==> src/ppri_pkg.sv <==
// Shared constants and carrier types for the side-band pin block
package ppri_pkg;

    // Die count and array address width in bits
    localparam int DIE_CNT    = 2;
    localparam int ADDR_W     = 24;

    // Hardware protect size field
    localparam int PROT_W     = 3;
    localparam int PROT_STEPS = 7;
    localparam logic [PROT_W-1:0] PROT_NONE = 3'h0;

    // Level read from an undriven pin that has a pull-down
    localparam logic PULL_LVL = 1'h0;

    // Reset values
    localparam logic IRQ_FLAG_RST = 1'h0;
    localparam logic OE_RST       = 1'h0;

    // A pin as seen from inside: level and whether the far side drives it
    typedef struct packed {
        logic lvl;
        logic drv;
    } ppri_pin_type;

    // Per-die read status from the die core
    typedef struct packed {
        logic rd_active;
        logic ecc_uncorr;
    } ppri_die_evt_type;

    // Array write request from the instruction decoder
    typedef struct packed {
        logic              valid;
        logic [ADDR_W-1:0] addr;
    } ppri_wr_req_type;

    // Registered verdict on a write request
    typedef struct packed {
        logic valid;
        logic blocked;
    } ppri_wr_res_type;

endpackage : ppri_pkg

==> src/ppri_pin_protect.sv <==
// Side-band pin logic: per-die error interrupts, shared reset, hardware write protect
// Functional notes
// - Die one pulls its interrupt low on read failure
// - Die two pulls its own interrupt independently
// - Reset high: normal mode, instructions accepted
// - Reset low: held in reset, outputs high impedance
// - One reset input resets both dies together
// - Protect pins size a write-rejecting array region
// - Protect size pins pull down when unconnected
// - Select pin places region at top or bottom
// - Select pin pulls down when unconnected
`timescale 1ns/1ps
`default_nettype none
module ppri_pin_protect
    import ppri_pkg::*;
#(
    parameter int NUM_DIES = DIE_CNT
)
(
    input  wire logic                              core_clk,
    input  wire logic                              rstn,
    input  wire ppri_die_evt_type [DIE_CNT-1:0]    die_evt,
    input  wire logic [DIE_CNT-1:0]                irq_clr,
    input  wire ppri_pin_type [PROT_W-1:0]         hw_protect_size_sel,
    input  wire ppri_pin_type                      hw_protect_top_bottom_sel,
    input  wire ppri_wr_req_type                   wr_req,
    output logic                                   instr_ready,
    output ppri_wr_res_type                        wr_res_q,
    output logic                                   die1_ecc_fail_irq_n,
    output logic                                   die1_ecc_fail_irq_oe,
    output logic                                   die2_ecc_fail_irq_n,
    output logic                                   die2_ecc_fail_irq_oe
);

    // Refuse a die count the pin map cannot serve
    if (NUM_DIES != DIE_CNT) begin : g_bad_dies
        $error("NUM_DIES must equal the two-die pin map");
    end

    logic [DIE_CNT-1:0]    flag_q;
    logic [DIE_CNT-1:0]    err_evt;
    logic [PROT_W-1:0]     prot_size;
    logic                  prot_top;
    logic                  oe_q;
    logic [4:0]            len_log;
    logic [ADDR_W-1:0]     low_ones;
    logic [ADDR_W-1:0]     hi_mask;
    logic                  prot_hit;

    // Per-die sticky error flags; one reset clears every die at once
    for (genvar d = 0; d < DIE_CNT; d++) begin : g_die
        assign err_evt[d] = die_evt[d].rd_active & die_evt[d].ecc_uncorr;
        ppri_irq_latch u_latch (
            .core_clk (core_clk),
            .rstn     (rstn),
            .err_evt  (err_evt[d]),
            .clr      (irq_clr[d]),
            .flag_q   (flag_q[d])
        );
    end

    // Undriven protect pins read as the pull-down level
    for (genvar b = 0; b < PROT_W; b++) begin : g_size_pin
        assign prot_size[b] = hw_protect_size_sel[b].drv ?
                              hw_protect_size_sel[b].lvl : PULL_LVL;
    end
    assign prot_top = hw_protect_top_bottom_sel.drv ?
                      hw_protect_top_bottom_sel.lvl : PULL_LVL;

    // Instructions are taken only while out of reset
    assign instr_ready = rstn;

    // Output drivers come on one edge after reset release, off at once in reset
    always_ff @(posedge core_clk) begin
        if (!rstn) begin
            oe_q <= OE_RST;
        end else begin
            oe_q <= 1'h1;
        end
    end

    // Interrupt pins: low on a caught failure, high otherwise, floating in reset
    assign die1_ecc_fail_irq_n  = ~flag_q[0];
    assign die2_ecc_fail_irq_n  = ~flag_q[1];
    assign die1_ecc_fail_irq_oe = oe_q & rstn;
    assign die2_ecc_fail_irq_oe = oe_q & rstn;

    // Region of 2^(ADDR_W-7+size) bytes; size zero protects nothing, seven all
    always_comb begin
        len_log  = 5'(ADDR_W - PROT_STEPS) + 5'(prot_size);
        low_ones = (ADDR_W'(1) << len_log) - ADDR_W'(1);
        hi_mask  = ~low_ones;
        prot_hit = 1'h0;
        if (prot_size != PROT_NONE) begin
            if (prot_top) begin
                prot_hit = (wr_req.addr & hi_mask) == hi_mask;
            end else begin
                prot_hit = (wr_req.addr & hi_mask) == '0;
            end
        end
    end

    // Verdict on each write request, one cycle later
    always_ff @(posedge core_clk) begin
        if (!rstn) begin
            wr_res_q <= '0;
        end else begin
            wr_res_q.valid   <= wr_req.valid;
            wr_res_q.blocked <= wr_req.valid & prot_hit;
        end
    end
endmodule : ppri_pin_protect
`default_nettype wire

==> src/ppri_irq_latch.sv <==
// Sticky uncorrectable-error flag for one die
`timescale 1ns/1ps
`default_nettype none
module ppri_irq_latch
    import ppri_pkg::*;
(
    input  wire logic core_clk,
    input  wire logic rstn,
    input  wire logic err_evt,
    input  wire logic clr,
    output var  logic flag_q
);

    // Set wins over clear; reset empties the flag
    always_ff @(posedge core_clk) begin
        if (!rstn) begin
            flag_q <= IRQ_FLAG_RST;
        end else if (err_evt) begin
            flag_q <= 1'h1;
        end else if (clr) begin
            flag_q <= 1'h0;
        end
    end
endmodule : ppri_irq_latch
`default_nettype wire

==> config.mk <==
export PLATFORM = sky130hd
export DESIGN_NAME = ppri_pin_protect
export DESIGN_NICKNAME = d
export VERILOG_FILES = /design/src/ppri_pkg.sv /design/src/ppri_pin_protect.sv /design/src/ppri_irq_latch.sv
export SDC_FILE = /design/constraint.sdc
export NUM_CORES = 1
export LEC_CHECK = 0
export ABC_AREA = 1
export BUFFER_PORTS_ARGS = -buffer_cell sky130_fd_sc_hd__buf_2
export CELL_PAD_IN_SITES_DETAIL_PLACEMENT = 0
export CELL_PAD_IN_SITES_GLOBAL_PLACEMENT = 2
export CORE_UTILIZATION = 12
export CTS_CLUSTER_SIZE = 30
export DETAILED_ROUTE_END_ITERATION = 7
export GPL_ROUTABILITY_DRIVEN = 0
export GPL_TIMING_DRIVEN = 0
export PLACE_DENSITY = 0.81
export SLEW_MARGIN = 30
export SYNTH_ARGS = -nofsm -noshare
export SYNTH_HDL_FRONTEND = slang
export SYNTH_SLANG_ARGS = --single-unit
==> constraint.sdc <==
create_clock -name core_clk -period 1.1 [get_ports core_clk]
set_clock_uncertainty 0.05 [all_clocks]
set_input_delay 0.055 -clock core_clk [delete_from_list [all_inputs] [get_ports core_clk]]
set_output_delay 0.055 -clock core_clk [all_outputs]
set_load 0.02 [all_outputs]
==> metrics.cfg <==
[timing]
setup_tns_ns = 0
min_period_over_period = 0.8994
period_needed_ns = 0.9893
setup_viol_count_final = 0
finalHoldViolations = 0
report.final.slew_viol_count = 0
fmax_mhz = 1011

[finish]
final_util = 0.2439
fin_area_um2 = 845.8
layout.nets = 167
n_fill_cell = 412
n_antenna_cell = 0
syn2layout_area_growth_pct = 86.74
final_layout_size_suffix_gt1_frac = 0.5000

[critical_path]
required_ns = 1.16
cp.buffers_inverters = 2
cpPeakStageDelay_ns = 0.28
path_depth = 13
crit_path_top_delay_cell = ha_4
crit_arrival_ns = 1.05
path_delay_family = simple AND/OR/NAND/NOR gates
r2r_cells = 3
worstSetupPathType = input port to register
crit_path_frequent_cell = nand2_2
crit_chain = buf_2 -> nand2_4 -> nand3_4 -> ha_4 -> nand2_2 -> nand2_2 -> inv_2 -> nand2_2 -> nor2_2 -> nand3_1 -> nand2_1 -> nand2_1 -> nor2_1
worstSetupEndpointType = register
cp-startpoint = hw_protect_size_sel[1]
rrSetupSlack_ns = 0.39
worstPathMaxFanout = 3
cp-endpoint = wr_res_q[0]
r2r_start = g_die[0].u_latch.flag_q
r2r-end = g_die[0].u_latch.flag_q
start_kind = input port

[drt]
wl_um = 1265
wl_per_cell_um = 7.441
dr.pass1.iters = 4
vias = 578
drt_iter0_drc = 24
detail_route.drc_violations = 0
vias_per_cell = 3.400
ant_nets = 0

[global_route]
grt.overflow.total = 0
first_global_vias = 491
track_usage = 0.06153
met3_usage = 0.01993
grt_first_pass_wirelength_um = 1925
gr-usage-met1 = 0.07166
grt-busiest-layer = met2
grt_util_met2 = 0.09840
grt_start_max_net_pins = 9
antenna_found_initial = 0

[clock_tree]
clkTransAtPathRegs_ns = 0.03
cts_buffers = 3
cts_tree = built
clock_latency_ns = 0.22
clock_path_buffers = 2
h-tree-depth = 1
cts_sinks = 5
ctsRootBufferMaster = clkbuf_8

[floorplan]
die_w_um = 63.44
rows = 21
fp.dieArea_um2 = 4024
die_height_um = 63.44
start_util = 0.1306
core_area_um2 = 3468
top_level_ports = 48

[power_and_ir_drop]
clkPwrFrac = 0.424
cellPowerDensity_nw_per_um2 = 917.6
power.switching_w = 0.0002112
ir_drop_v = 0.0002045
power_frac_seq = 0.248
p_sw_frac = 0.2721
p_int_w = 0.0005649
total_power_w = 0.0007761
combPwrFrac = 0.327
p_leak_nw = 0.5041

[logic_synthesis]
synth-main-ff-cell = dfxtp_1
synth_area_leader_cell = nand2_1
ys_warn_count = 0
ys_seq_elements = 5
syn_area_um2 = 452.9
syn_inst = 80
synth_commonest_cells = 31 x nand2_1, 15 x inv_1, 6 x nand3_1, 5 x dfxtp_1
synth_nets = 122
synth_area_leaders = nand2_1 26%, dfxtp_1 22%, inv_1 12%
avgSynthCellArea_um2 = 5.662
yosysMostFrequentCell = nand2_1
async_flop_share = 0
synth.distinct_cells = 19
synth-seq-area-share = 0.2210
synth_edf_count = 0
netlist.area_leader.share = 0.2569

[run]
max_cap_viol_count = 0

[placed_design]
dp_hpwl_um = 965.9
placed_cell_area_um2 = 685.7
portBuffers = 30

[status]
outcome = finished, final reports clean

[min_path]
min_path_type = input port to register

==> logic make-up after synthesis <==
family	after synthesis	synth area share
buffers and inverters	20	0.1850
DFF	5	0.2210
adders and majority gates	1	0.02762
and+or+nand+nor	50	0.5083
AOI/OAI and AO/OA	3	0.04972
other	1	0.008279
==> power groups by stage <==
stage               clock network, W  registers (W)  logic [W]
global placement                   0       0.000195   0.000206
detailed placement                 0       0.000195   0.000208
finish                      0.000329       0.000193   0.000254
global route                0.000354       0.000193   0.000285
CTS                         0.000342       0.000193   0.000214
floorplan                          0       0.000199   0.000127
==> flip-flops by register name, summed over array words and instances (netlist names) <==
signal and flops:
oe_q 1, wr_res_q 2, g_die.u_latch.flag_q 2
==> cell type report <==
class | count | area [µm²] | area share
buffer | 2 | 15.01 | 0.01775
clock buffer | 4 | 45.04 | 0.05325
inverter | 18 | 68.82 | 0.08136
multi-input combinational | 55 | 316.6 | 0.3743
sequential | 5 | 100.1 | 0.1183
tap | 46 | 57.56 | 0.06805
timing repair buffer | 40 | 242.7 | 0.2870
==> placed cells by master (no fill, tap or decap), types with 5 or more instances in the layout <==
cell type,count
dfxtp_1,5
inv_1,14
nand2_1,26
nand3_1,5
buf_2,28
buf_4,10
nand2_2,6
==> stage by stage <==
step                      hold WS, ns  setup slack [ns]  cells
after floorplan               0.03272          0.006976     80
after global placement         0.1668           -0.2085    156
after detailed placement       0.1710           -0.2056    156
after CTS                     0.02384           0.02292    162
after global routing          0.06788          -0.01353    170
final                         0.02128            0.1107    170
==> what timing repair did <==
action                                 4_1_cts  5_1_grt
buffers inserted                             0        8
gates resized for setup                      0       11
endpoints found under the hold margin        2        0
hold buffers                                 2        0
setup endpoints to repair                    0        1
==> worst min path at each step <==
stage / from / cells past startpoint / slack, ns / endpoint
2_1_floorplan: rstn / 0 / 0.03 / oe_q
3_3_place_gp: rstn / 1 / 0.17 / oe_q
3_5_place_dp: rstn / 1 / 0.17 / oe_q
4_1_cts: die_evt[1] / 3 / 0.02 / g_die[0].u_latch.flag_q
5_1_grt: die_evt[3] / 3 / 0.07 / g_die[1].u_latch.flag_q
6_report: die_evt[1] / 3 / 0.02 / g_die[0].u_latch.flag_q
==> worst min-delay path: cells and delay by family <==
family | cells | cell delay (ns)
AO/OA/AOI/OAI | 1 | 0.05
AND/OR/NAND/NOR | 1 | 0.07
buffers and inverters | 1 | 0.08
==> per-layer routing <==
layer,part of all wire,vias up
met5,0,-
met4,0,0
met3,0.085,0
met2,0.46,24
met1,0.46,231
li1,-,323
(Power assumes the default switching activity.)
